## config.mk

```make
export PLATFORM = sky130hd
export DESIGN_NAME = bvps_sequencer
export DESIGN_NICKNAME = d
export VERILOG_FILES = /design/src/bvps_pkg.sv /design/src/bvps_sequencer.sv /design/src/bvps_sync.sv
export SDC_FILE = /design/constraint.sdc
export NUM_CORES = 1
export LEC_CHECK = 0
export ABC_AREA = 0
export BUFFER_PORTS_ARGS = -buffer_cell sky130_fd_sc_hd__buf_2
export CAP_MARGIN = 20
export CORE_MARGIN = 3
export CORE_UTILIZATION = 60
export CTS_CLUSTER_DIAMETER = 150
export DETAILED_ROUTE_END_ITERATION = 12
export PLACE_DENSITY = 0.81
export SYNTH_ARGS = -nofsm -noshare
export SYNTH_HDL_FRONTEND = slang
export SYNTH_HIERARCHICAL = 1
export SYNTH_SLANG_ARGS = --single-unit
```

## constraint.sdc

```tcl
create_clock -name clk_sys -period 5.3 [get_ports clk_sys]
set_input_delay 1.06 -clock clk_sys [delete_from_list [all_inputs] [get_ports clk_sys]]
set_output_delay 1.06 -clock clk_sys [all_outputs]
set_load 0.03 [all_outputs]
```

## src/bvps_pkg.sv

```systemverilog
/*
  Shared constants for the boot-voltage and output-good sequencer.
  Assumes a 25 MHz system clock and target voltages counted in millivolts.
*/
package bvps_pkg;

  // System clock.
  localparam int unsigned CLK_PERIOD_NS = 40;

  // Startup ramp: one millivolt every microsecond.
  localparam int unsigned STARTUP_NS_PER_MV = 1000;
  localparam logic [11:0] STARTUP_CYCLES_PER_MV =
    12'((STARTUP_NS_PER_MV + CLK_PERIOD_NS - 1) / CLK_PERIOD_NS);

  // Extra output-good low time after the boot voltage is reached.
  localparam int unsigned GOOD_HOLD_US = 20;
  localparam logic [9:0] GOOD_HOLD_CYCLES =
    10'((GOOD_HOLD_US * 1000 + CLK_PERIOD_NS - 1) / CLK_PERIOD_NS);

  // Widths.
  localparam int unsigned MV_W = 11;
  localparam int unsigned SYNC_W = 6;

  // Boot voltages per two-bit boot code, in millivolts.
  localparam logic [10:0] BOOT_MV_CODE0 = 11'h44c;
  localparam logic [10:0] BOOT_MV_CODE1 = 11'h3e8;
  localparam logic [10:0] BOOT_MV_CODE2 = 11'h384;
  localparam logic [10:0] BOOT_MV_CODE3 = 11'h320;

  // Reset values.
  localparam logic [10:0] TARGET_RESET = 11'h000;
  localparam logic [1:0] BOOT_CODE_RESET = 2'h0;

  // Bit positions in the synchroniser vector.
  localparam int unsigned SY_PDB = 0;
  localparam int unsigned SY_SYSGOOD = 1;
  localparam int unsigned SY_SVD = 2;
  localparam int unsigned SY_SVC = 3;
  localparam int unsigned SY_GNDB = 4;
  localparam int unsigned SY_REGOK = 5;

  typedef enum logic [2:0] {
    ST_OFF = 3'h0,
    ST_START_RAMP = 3'h1,
    ST_START_HOLD = 3'h2,
    ST_RUN = 3'h3,
    ST_RETURN_RAMP = 3'h4,
    ST_RETURN_HOLD = 3'h5
  } bvps_state_t;

endpackage : bvps_pkg

```

## src/bvps_sequencer.sv

```systemverilog
/*
  Startup, boot-voltage and output-good sequencer for a triple-output
  core-supply controller, with shutdown discharge and core-mode select.
  Assumes pins are asynchronous to clk_sys, that the serial command
  decoder and slew-rate setting sit on clk_sys, and that the analog
  loops follow target_mv.
*/
//
// Contract
// Boot pins decode to 1.1/1.0/0.9/0.8 V.
// Startup ramp runs at one millivolt per microsecond.
// Shutdown enables northbridge and core discharge switches.
// Boot code captured at first output-good only.
// Stored boot code cleared on shutdown release.
// Boot pins followed while both good signals low; code follows them only while off and in startup, not in the return states.
// Serial commands ignored until system-good goes high.
// System-good drop returns target to stored boot.
// Output-good low until boot reached plus 20us.
// Return slew uses the programmed slew rate.
// Later system-good rise keeps stored code.
// Output-good follows regulation status, not system-good.
// Second ground sense high selects unified mode.
// Second core shut down enables its discharge.
// Second core feedback pins high impedance in shutdown.
// Startup holds output-good low 20us after boot.
// Output-good released while slewing between codes.
// Stored boot code carries a valid flag.
// Control pins synchronised before sequencing.
`timescale 1ns/1ps
module bvps_sequencer (
  // Clock and reset
  input wire logic clk_sys,
  input wire logic reset,
  // Control pins, asynchronous
  input wire logic power_down_bar,
  input wire logic system_good_in,
  input wire logic serial_vid_clock,
  input wire logic serial_vid_data,
  input wire logic remote_ground_sense_b_high,
  input wire logic regulation_ok,
  // Serial command and slew setting, on clk_sys
  input wire logic vid_cmd_valid,
  input wire logic [10:0] vid_cmd_mv,
  input wire logic [11:0] slew_cycles_per_mv,
  // Regulation target
  output logic [10:0] target_mv,
  output logic slewing,
  // Open-drain output-good pin
  output logic output_good_out,
  output logic output_good_oe,
  // Discharge and high-impedance controls
  output logic core_discharge_en,
  output logic nb_feedback_discharge_en,
  output logic neg_current_sense_b_discharge_en,
  output logic dc_feedback_b_oe,
  output logic ac_droop_out_b_oe,
  // Core mode
  output logic unified_mode,
  output logic ground_ref_is_a,
  // Boot status
  output logic svi_active,
  output logic [1:0] boot_code,
  output logic [1:0] stored_boot_code,
  output logic stored_boot_valid
);

  function automatic logic [10:0] boot_mv(input logic [1:0] code);
    case (code)
      2'h0: boot_mv = bvps_pkg::BOOT_MV_CODE0;
      2'h1: boot_mv = bvps_pkg::BOOT_MV_CODE1;
      2'h2: boot_mv = bvps_pkg::BOOT_MV_CODE2;
      default: boot_mv = bvps_pkg::BOOT_MV_CODE3;
    endcase
  endfunction : boot_mv

  logic [5:0] pins_s;
  logic pdb_s;
  logic sysgood_s;
  logic regok_s;
  logic pdb_q;
  logic sysgood_q;
  logic pdb_rise;
  logic sysgood_fall;
  logic [1:0] live_code;
  bvps_pkg::bvps_state_t state;
  bvps_pkg::bvps_state_t next_state;
  logic [10:0] dest_mv;
  logic [10:0] next_dest_mv;
  logic [11:0] step_cnt;
  logic [11:0] step_period;
  logic [9:0] hold_cnt;
  logic at_dest;
  logic hold_done;
  logic sysgood_seen;

  // Every pin goes through two flops before any decision reads it.
  bvps_sync #(
    .WIDTH(bvps_pkg::SYNC_W)
  ) u_sync (
    .clk_sys(clk_sys),
    .reset(reset),
    .async_in({regulation_ok, remote_ground_sense_b_high,
               serial_vid_clock, serial_vid_data,
               system_good_in, power_down_bar}),
    .sync_out(pins_s)
  );

  assign pdb_s = pins_s[bvps_pkg::SY_PDB];
  assign sysgood_s = pins_s[bvps_pkg::SY_SYSGOOD];
  assign regok_s = pins_s[bvps_pkg::SY_REGOK];
  assign live_code = {pins_s[bvps_pkg::SY_SVC], pins_s[bvps_pkg::SY_SVD]};
  assign pdb_rise = pdb_s && !pdb_q;
  assign sysgood_fall = sysgood_q && !sysgood_s;
  assign at_dest = (target_mv == dest_mv);
  assign hold_done = (hold_cnt == bvps_pkg::GOOD_HOLD_CYCLES - 10'h001);

  // Only the startup ramp uses the fixed rate; a zero setting acts as one.
  always_comb begin
    if (state == bvps_pkg::ST_START_RAMP) begin
      step_period = bvps_pkg::STARTUP_CYCLES_PER_MV;
    end else if (slew_cycles_per_mv == 12'h000) begin
      step_period = 12'h001;
    end else begin
      step_period = slew_cycles_per_mv;
    end
  end

  always_ff @(posedge clk_sys or posedge reset) begin
    if (reset) begin
      pdb_q <= 1'b0;
      sysgood_q <= 1'b0;
    end else begin
      pdb_q <= pdb_s;
      sysgood_q <= sysgood_s;
    end
  end

  always_comb begin
    next_state = state;
    next_dest_mv = dest_mv;
    case (state)
      bvps_pkg::ST_OFF: begin
        next_dest_mv = bvps_pkg::TARGET_RESET;
        if (pdb_s) begin
          next_state = bvps_pkg::ST_START_RAMP;
          next_dest_mv = boot_mv(live_code);
        end
      end
      bvps_pkg::ST_START_RAMP: begin
        if (!sysgood_s) begin
          next_dest_mv = boot_mv(live_code);
        end
        if (at_dest && next_dest_mv == dest_mv) begin
          next_state = bvps_pkg::ST_START_HOLD;
        end
      end
      bvps_pkg::ST_START_HOLD: begin
        if (!sysgood_s && boot_mv(live_code) != dest_mv) begin
          next_state = bvps_pkg::ST_START_RAMP;
          next_dest_mv = boot_mv(live_code);
        end else if (hold_done) begin
          next_state = bvps_pkg::ST_RUN;
        end
      end
      bvps_pkg::ST_RUN: begin
        if (sysgood_fall && sysgood_seen && stored_boot_valid) begin
          next_state = bvps_pkg::ST_RETURN_RAMP;
          next_dest_mv = boot_mv(stored_boot_code);
        end else if (vid_cmd_valid && sysgood_s && svi_active) begin
          next_dest_mv = vid_cmd_mv;
        end
      end
      bvps_pkg::ST_RETURN_RAMP: begin
        if (at_dest) begin
          next_state = bvps_pkg::ST_RETURN_HOLD;
        end
      end
      bvps_pkg::ST_RETURN_HOLD: begin
        if (hold_done) begin
          next_state = bvps_pkg::ST_RUN;
        end
      end
      default: begin
        next_state = bvps_pkg::ST_OFF;
      end
    endcase
    if (!pdb_s) begin
      next_state = bvps_pkg::ST_OFF;
      next_dest_mv = bvps_pkg::TARGET_RESET;
    end
  end

  always_ff @(posedge clk_sys or posedge reset) begin
    if (reset) begin
      state <= bvps_pkg::ST_OFF;
      dest_mv <= bvps_pkg::TARGET_RESET;
    end else begin
      state <= next_state;
      dest_mv <= next_dest_mv;
    end
  end

  // Target walks one millivolt per step period toward the destination.
  always_ff @(posedge clk_sys or posedge reset) begin
    if (reset) begin
      target_mv <= bvps_pkg::TARGET_RESET;
      step_cnt <= 12'h000;
    end else if (state == bvps_pkg::ST_OFF || !pdb_s) begin
      target_mv <= bvps_pkg::TARGET_RESET;
      step_cnt <= 12'h000;
    end else if (at_dest) begin
      step_cnt <= 12'h000;
    end else if (step_cnt >= step_period - 12'h001) begin
      step_cnt <= 12'h000;
      if (target_mv < dest_mv) begin
        target_mv <= target_mv + 11'h001;
      end else begin
        target_mv <= target_mv - 11'h001;
      end
    end else begin
      step_cnt <= step_cnt + 12'h001;
    end
  end

  always_ff @(posedge clk_sys or posedge reset) begin
    if (reset) begin
      hold_cnt <= 10'h000;
    end else if (state == bvps_pkg::ST_START_HOLD ||
                 state == bvps_pkg::ST_RETURN_HOLD) begin
      if (!hold_done) begin
        hold_cnt <= hold_cnt + 10'h001;
      end
    end else begin
      hold_cnt <= 10'h000;
    end
  end

  // The boot pins are only looked at until the first output-good.
  always_ff @(posedge clk_sys or posedge reset) begin
    if (reset) begin
      boot_code <= bvps_pkg::BOOT_CODE_RESET;
    end else if (state == bvps_pkg::ST_OFF ||
                 ((state == bvps_pkg::ST_START_RAMP ||
                   state == bvps_pkg::ST_START_HOLD) && !sysgood_s)) begin
      boot_code <= live_code;
    end
  end

  // A later system-good rise never touches the stored code.
  always_ff @(posedge clk_sys or posedge reset) begin
    if (reset) begin
      stored_boot_code <= bvps_pkg::BOOT_CODE_RESET;
      stored_boot_valid <= 1'b0;
    end else if (pdb_rise) begin
      stored_boot_code <= bvps_pkg::BOOT_CODE_RESET;
      stored_boot_valid <= 1'b0;
    end else if (state == bvps_pkg::ST_START_HOLD &&
                 next_state == bvps_pkg::ST_RUN && !stored_boot_valid) begin
      stored_boot_code <= boot_code;
      stored_boot_valid <= 1'b1;
    end
  end

  always_ff @(posedge clk_sys or posedge reset) begin
    if (reset) begin
      sysgood_seen <= 1'b0;
      svi_active <= 1'b0;
    end else if (!pdb_s) begin
      sysgood_seen <= 1'b0;
      svi_active <= 1'b0;
    end else begin
      if (state == bvps_pkg::ST_RUN && sysgood_s) begin
        sysgood_seen <= 1'b1;
      end
      svi_active <= sysgood_s && (next_state == bvps_pkg::ST_RUN);
    end
  end

  always_ff @(posedge clk_sys or posedge reset) begin
    if (reset) begin
      slewing <= 1'b0;
    end else begin
      slewing <= (next_state != bvps_pkg::ST_OFF) &&
                 (next_dest_mv != target_mv);
    end
  end

  // The pin only ever pulls low; released means good or slewing.
  always_ff @(posedge clk_sys or posedge reset) begin
    if (reset) begin
      output_good_out <= 1'b0;
      output_good_oe <= 1'b1;
    end else begin
      output_good_out <= 1'b0;
      case (next_state)
        bvps_pkg::ST_RUN: begin
          if (next_dest_mv != target_mv) begin
            output_good_oe <= 1'b0;
          end else begin
            output_good_oe <= !regok_s;
          end
        end
        bvps_pkg::ST_RETURN_RAMP: output_good_oe <= 1'b1;
        bvps_pkg::ST_RETURN_HOLD: output_good_oe <= 1'b1;
        bvps_pkg::ST_START_HOLD: output_good_oe <= 1'b1;
        default: output_good_oe <= 1'b1;
      endcase
    end
  end

  // Shutdown switches; the second core is off whenever the part is down.
  always_ff @(posedge clk_sys or posedge reset) begin
    if (reset) begin
      core_discharge_en <= 1'b1;
      nb_feedback_discharge_en <= 1'b1;
      neg_current_sense_b_discharge_en <= 1'b1;
      dc_feedback_b_oe <= 1'b0;
      ac_droop_out_b_oe <= 1'b0;
    end else begin
      core_discharge_en <= !pdb_s;
      nb_feedback_discharge_en <= !pdb_s;
      neg_current_sense_b_discharge_en <= !pdb_s;
      dc_feedback_b_oe <= pdb_s;
      ac_droop_out_b_oe <= pdb_s;
    end
  end

  // Mode is sampled while down and frozen at startup so it cannot flip
  // under load.
  always_ff @(posedge clk_sys or posedge reset) begin
    if (reset) begin
      unified_mode <= 1'b0;
      ground_ref_is_a <= 1'b0;
    end else if (state == bvps_pkg::ST_OFF) begin
      unified_mode <= pins_s[bvps_pkg::SY_GNDB];
      ground_ref_is_a <= pins_s[bvps_pkg::SY_GNDB];
    end
  end

endmodule : bvps_sequencer

```

## src/bvps_sync.sv

```systemverilog
/*
  Two-flop synchroniser for a vector of independent pin levels.
  Assumes each bit is a slow level; bits are not coherent with each other.
*/
`timescale 1ns/1ps
module bvps_sync #(
  parameter int unsigned WIDTH = 1
) (
  // Clock and reset
  input wire logic clk_sys,
  input wire logic reset,
  // Levels
  input wire logic [WIDTH-1:0] async_in,
  output logic [WIDTH-1:0] sync_out
);

  logic [WIDTH-1:0] stage1;

  always_ff @(posedge clk_sys or posedge reset) begin
    if (reset) begin
      stage1 <= '0;
      sync_out <= '0;
    end else begin
      stage1 <= async_in;
      sync_out <= stage1;
    end
  end

endmodule : bvps_sync

```

==> results.toml, run 1 <==
[floorplanning]
die_area_um2 = 10300
chipHeight_um = 101
ioPinCount = 59
chipWidth_um = 101
coreArea_um2 = 8810
std_cell_rows = 34
start_util_pct = 62.1

[sta]
worst_slew_pin_slew_ns = 0.947
fin_crit_sh_pct = 89.0
fin_setup_tns_ns = 0
fin_skew_ns = 0.00824
rsz0062_at_grt = "no"
min_period_ns = 4.72
finalHoldViolCount = 0
relSlewSlack_pct = 36.8
setup-violations-final = 0
final_max_slew_viol_count = 0
timing.fmax_mhz = 212

[setup_path]
cp-start-kind = "flop"
critPathMaxStageDelay_ns = 0.74
cp.arrival_ns = 4.99
crit_chain = "inv_1, or3_1, nand2_1, ha_1, nand2_1, or4_1, xnor2_1, ha_1, a21o_1, a2111oi_0, o211ai_1, a21oi_1, o2111ai_1, nor2_1"
cpMaxStageDelayCell = "dfrtp_1"
required_ns = 5.57
crit_fanout = 18
rrSetupSlack_ns = 0.58
timing.rr.start = "state[0]$_DFF_PP0_"
endpoint_kind = "flop"
r2r-end = "step_cnt[11]$_DFF_PP0_"
rr_worst_depth = 14
crit_type = "reg2reg"

[clock_network]
ctsResizeCount = 0
clock-sinks = 72
postCtsSetupBuffers = 0
hold_buffers = 0
worstSkewPairLatency_ns = 0.36
numCtsBuffers = 9
clockRootBuffer = "clkbuf_8"
clockBufferDepth = 2
cts_tree = "done"
h-tree-depth = 3
clk_pin_slew_ns = 0.08

[synth]
yosysMostFrequentCell = "nor2_1"
synth_top_area_cell = "dfrtp_1"
netlist_top_cells_count = "nor2_1, dfrtp_1, nand2_1"
seq_area_frac_synth_pct = 33.0
synth_top_area_share_pct = 32.0
synth_edf_count = 0
yosys-top-cells-area = "dfrtp_1, ha_1, nor2_1"
yosysUniqueCellTypes = 81
synthFlopType = "dfrtp_1"
synthCells = 627
synth.cell_area_um2 = 5470
async_flop_share_pct = 100
ys_warn_count = 6
yosys_register_bits = 72
syn_nets = 704
avgSynthCellArea_um2 = 8.72

[worst_hold_path]
worst_hold_path.endpoint = "u_sync/sync_out[5]$_DFF_PP0_"
hold_path_class = "reg2reg"
hold_path_depth = 0
worstHoldStart = "u_sync/stage1[5]$_DFF_PP0_"

[global_routing]
grt_util_all_layers_pct = 30.6
antenna_found_initial = 0
overflow = 0
grt_pass1_vias = 5003
grt_pass1_wl_um = 24700
grt_max_degree = 61

[drt]
routed.top_layer = "met4"
ant_nets = 0
wl_met1_um = 6110
routed-wl-met2_um = 7180
viasPerCell = 6.47
dr.pass1.iters = 5
num_vias = 5072
met3_wirelength_um = 1200
drtIter0Drc = 384
wl_per_cell_um = 19.3
route.detailed.drc = 0
drt-total-wl_um = 15100

[pwr]
power_density_nw_per_um2 = 220
p_leak_uw = 0.00277
max-vdd-ir-drop_mv = 0.143

[cells_and_area]
num-nets-final = 748
fin_cells = 784
diodes = 0
areaGrowthSynthToFinish_pct = 9.42
fillerInstances = 683
final_cell_area_um2 = 5990
drive_above_1_share_pct = 14.5

[placement]
gp_congestion = 1.06
placed_area_um2 = 5780
dp.cells = 768
dpl.hpwl_um = 11000
port_buffers = 57

[flow_run]
drv_cap = 0

[run_status]
status = "complete, no violations"
-- cell type report --
class                      count  area (um^2)  area share (%)
clock buffer                  10          138            2.30
multi-input combinational    491         3390            56.7
tap                          108          135            2.26
sequential                    72         1800            30.1
clock inverter                 6         66.3            1.11
inverter                      36          135            2.26
timing repair buffer          61          315            5.27
-- cells in the final DEF (no fill, tap or decap), types with 3 or more instances in the layout --
cell type   n
a2111oi_0   6
a211o_1     4
a211oi_1    7
a21o_1     11
a21oi_1    31
a22oi_1     6
a31oi_1     3
a41o_1      3
and2_1      5
and3_1     14
buf_2      57
buf_4       4
clkbuf_8   10
dfrtp_1    70
ha_1       44
inv_1      34
mux2_2      3
mux2i_1    18
nand2_1    55
nand2b_1   11
nand3_1    16
nand3b_1    4
nand4_1     8
nor2_1     72
nor2b_1     5
nor3_1     18
nor4_1      4
o211ai_1   11
o21a_1     10
o21ai_0    17
o21bai_1    4
o22ai_1     3
o31ai_1     3
or3_1       5
xnor2_1    15
xor2_1     19
-- worst max path at each step --
| stage | from | slack, ns | cells past startpoint | endpoint |
|---|---|---|---|---|
| floorplan | slew_cycles_per_mv[2] | 0.86 | 20 | target_mv[7]$_DFFE_PP0P_ |
| global placement | slew_cycles_per_mv[6] | 0.68 | 16 | step_cnt[5]$_DFF_PP0_ |
| detailed placement | slew_cycles_per_mv[6] | 0.46 | 16 | step_cnt[0]$_DFF_PP0_ |
| CTS | state[0]$_DFF_PP0_ | 0.70 | 14 | step_cnt[0]$_DFF_PP0_ |
| global route | state[0]$_DFF_PP0_ | 0.22 | 15 | step_cnt[11]$_DFF_PP0_ |
| finish | state[0]$_DFF_PP0_ | 0.58 | 14 | step_cnt[11]$_DFF_PP0_ |
-- per-stage QoR --
stage	util, %	power [uW]	hold slack (ns)	setup slack (ns)
2_1_floorplan	-	782	0.331	0.862
3_3_place_gp	65.7	845	0.335	0.681
3_5_place_dp	65.7	854	0.337	0.456
4_1_cts	68.0	1310	0.351	0.698
5_1_grt	68.0	1370	0.359	0.220
6_report	68.0	1320	0.355	0.581
-- critical path, delay by kind of cell, from the launching register on --
family                   cells  cell delay, ns
AO/OA/AOI/OAI                5            1.46
XOR/XNOR                     1            0.17
adder cells (fa/ha/maj)      2            0.48
buffers and inverters        1            0.25
flip-flops                   1            0.74
AND/OR/NAND/NOR              5            1.54
-- layer usage --
| metal | up-vias | track usage, % |
|---|---|---|
| met5 | - | 0 |
| met3 | 63 | 6.20 |
| met2 | 244 | 49.3 |
| met4 | 0 | 15.2 |
| li1 | 2357 | - |
| met1 | 2408 | 39.1 |
-- logic make-up (layout without fill, tap and decap cells) --
| family | Yosys count | count (layout) | share of synthesized area, % |
|---|---|---|---|
| flip-flops | 72 | 72 | 33.0 |
| adder cells (fa/ha/maj) | 45 | 45 | 10.4 |
| buffers and inverters | 64 | 113 | 5.01 |
| other | 1 | 1 | 0.0686 |
| multiplexers | 21 | 21 | 3.91 |
| XOR/XNOR | 34 | 34 | 5.44 |
| AO/OA/AOI/OAI | 152 | 152 | 20.5 |
| AND/OR/NAND/NOR | 238 | 238 | 21.7 |
-- flip-flops by register name (all words and copies together), names as in the netlist, 2 cells and up --
signal and cells:
boot_code 2, dest_mv 11, hold_cnt 10, state 3
step_cnt 12, stored_boot_code 2, target_mv 11, u_sync/stage1 6
u_sync/sync_out 6
-- where the power goes --
part           total [uW]  switching (uW)  internal, uW  leakage [uW]
clock network         464             232           232      0.000107
registers             592            25.4           566      0.000947
logic                 260             162          97.2       0.00171
total                1320             420           896       0.00277
Note: power is estimated with default switching activity, not from simulation.
==> inputs of run 2 (changes only) <==
Settings changed: SYNTH_HIERARCHICAL 1 to unset.
Clock period 5.3 ns to 4.5 ns, I/O delays scaled along.
==> results.toml, run 2 <==
[synth]
synthFlopType = "dfrtp_1"
syn_nets = 711
avgSynthCellArea_um2 = 8.76
synth.cell_area_um2 = 5560
netlist_top_cells_count = "dfrtp_1, nor2_1, ha_1"
async_flop_share_pct = 100
synth_edf_count = 0
ys_warn_count = 0
yosysUniqueCellTypes = 86
synth_top_area_cell = "dfrtp_1"
seq_area_frac_synth_pct = 32.5
yosys_register_bits = 72
yosysMostFrequentCell = "dfrtp_1"
synth_top_area_share_pct = 31.5
yosys-top-cells-area = "dfrtp_1, ha_1, a21oi_1"
synthCells = 634

[setup_path]
required_ns = 4.76
r2r-end = "step_cnt[10]$_DFF_PP0_"
cp_common_cell = "nor3_1"
critPathMaxStageDelay_ns = 0.55
crit_type = "in2reg"
timing.rr.start = "state[0]$_DFF_PP0_"
crit_chain = "buf_2, or4_1, nor3_1, nor3_2, ha_1, nand2_1, nor3_1, nand2b_1, nor2_1, xor2_1, nand2_1, ha_1, or3_1, a221o_1, a31oi_1, o21bai_1, a21o_1, nor3_1"
rrSetupSlack_ns = 0.42
cp-start-kind = "input port"
cpMaxStageDelayCell = "or4_1"
crit_buf_inv = 1
crit_fanout = 12
endpoint_kind = "flop"
critPathTopFamily = "simple AND/OR/NAND/NOR gates"
rr_worst_depth = 19
cp.arrival_ns = 4.41

[cells_and_area]
reg.largest.list = "step_cnt: 12 flops, dest_mv: 11 flops, target_mv: 11 flops"
num-nets-final = 758
largest_reg_flops = 12
seq_area_um2 = 1800
fillerInstances = 713
top_register = "step_cnt"
areaGrowthSynthToFinish_pct = 9.91
final_common_cell = "dfrtp_1"
drive_above_1_share_pct = 16.0
multi_input_area_um2 = 3470
diodes = 0
most-common-layout-cells = "dfrtp_1, buf_2, nor2_1"
final_core_util_pct = 69.0

[clock_network]
numCtsBuffers = 9
clockBufferDepth = 2
clock-sinks = 72
clockRootBuffer = "clkbuf_8"
hold_buffers = 0
h-tree-depth = 3
ctsResizeCount = 0
postCtsSetupBuffers = 0
cts_tree = "done"
worstSkewPairLatency_ns = 0.35
clk_pin_slew_ns = 0.09

[placement]
port_buffers = 57
dpl.hpwl_um = 11200
gp_congestion = 0.993

[sta]
setup-violations-final = 0
timing.fmax_mhz = 241
fin_skew_ns = 0.00622
worst_slew_pin_slew_ns = 0.839
fin_crit_sh_pct = 92.2
final_max_slew_viol_count = 0
hold_slack_ns = 0.354
min_period_ns = 4.15
relSlewSlack_pct = 42.6
rsz0062_at_grt = "no"
finalHoldViolCount = 0

[worst_hold_path]
worstHoldStart = "u_sync.stage1[4]$_DFF_PP0_"
hold_path_class = "reg2reg"
hold_path_depth = 0
worst_hold_path.endpoint = "u_sync.sync_out[4]$_DFF_PP0_"

[run_status]
status = "complete, no violations"

[floorplanning]
start_util_pct = 62.8
die_area_um2 = 10500
chipWidth_um = 102
std_cell_rows = 34
chipHeight_um = 102
coreArea_um2 = 8850
ioPinCount = 59

[drt]
num_vias = 5265
ant_nets = 0
dr.pass1.iters = 5
viasPerCell = 6.63
drt-total-wl_um = 15000
drtIter0Drc = 397
wl_per_cell_um = 18.8
route.detailed.drc = 0

[pwr]
max-vdd-ir-drop_mv = 0.230
power_density_nw_per_um2 = 252
p_leak_uw = 0.00278

[flow_run]
drv_cap = 0

[global_routing]
overflow = 0
grt_util_all_layers_pct = 29.4
antenna_found_initial = 0
grt_pass1_vias = 5098
grt_max_degree = 43
grt_pass1_wl_um = 24300
==> run 2: power breakdown <==
part / leakage (uW) / switching [uW] / total [uW] / internal, uW
sequential: 0.000948 / 27.0 / 694 / 667
clock: 0.0000995 / 297 / 514 / 217
combinational: 0.00173 / 208 / 329 / 121
total: 0.00278 / 532 / 1540 / 1010
==> run 2: cell families (layout without fill, tap and decap cells) <==
| kind of cell | Yosys count | count (layout) | share of synthesized area [%] |
|---|---|---|---|
| and+or+nand+nor | 216 | 216 | 20.3 |
| xor gates and xnor gates | 36 | 36 | 5.68 |
| AOI/OAI and AO/OA | 185 | 185 | 24.0 |
| other | 1 | 1 | 0.0675 |
| buffers and inverters | 69 | 121 | 5.32 |
| muxes | 10 | 10 | 1.87 |
| adders and majority gates | 45 | 45 | 10.3 |
| DFF | 72 | 72 | 32.5 |
==> run 2: routing by layer <==
metal  global-route usage [%]  share of wire (%)  up-vias
li1                         -                  -     2450
met1                     38.4                 41     2531
met2                     48.0                 48      241
met3                     5.19                7.6       43
met4                     12.6                2.6        0
met5                        0                  0        -
==> run 2: worst max path at each step <==
stage	slack [ns]	depth (start not counted)	from	endpoint
floorplan	0.40	19	slew_cycles_per_mv[1]	step_cnt[10]$_DFF_PP0_
global placement	0.07	18	slew_cycles_per_mv[7]	target_mv[1]$_DFFE_PP0P_
detailed placement	-0.22	18	slew_cycles_per_mv[7]	step_cnt[10]$_DFF_PP0_
CTS	0.15	18	slew_cycles_per_mv[7]	step_cnt[10]$_DFF_PP0_
global route	0.04	19	state[0]$_DFF_PP0_	step_cnt[10]$_DFF_PP0_
finish	0.35	18	slew_cycles_per_mv[7]	step_cnt[10]$_DFF_PP0_
==> run 2: cell type report <==
cell class / count / share of cell area [%]
multi-input combinational: 493 / 56.9
sequential: 72 / 29.5
timing repair buffer: 66 / 5.78
clock inverter: 7 / 1.17
inverter: 39 / 2.40
tap: 108 / 2.21
clock buffer: 9 / 2.03
==> run 2: through the flow <==
stage | TNS (ns) | total power [uW] | cells | setup WS (ns) | area, um^2
after floorplan | 0 | 937 | 634 | 0.400 | 5560
after global placement | 0 | 1010 | 778 | 0.0743 | 5890
final | 0 | 1540 | 794 | 0.349 | 6110
after global routing | 0 | 1610 | 794 | 0.0369 | 6110
after detailed placement | -3.99 | 1030 | 778 | -0.217 | 5890
after CTS | 0 | 1530 | 794 | 0.145 | 6090
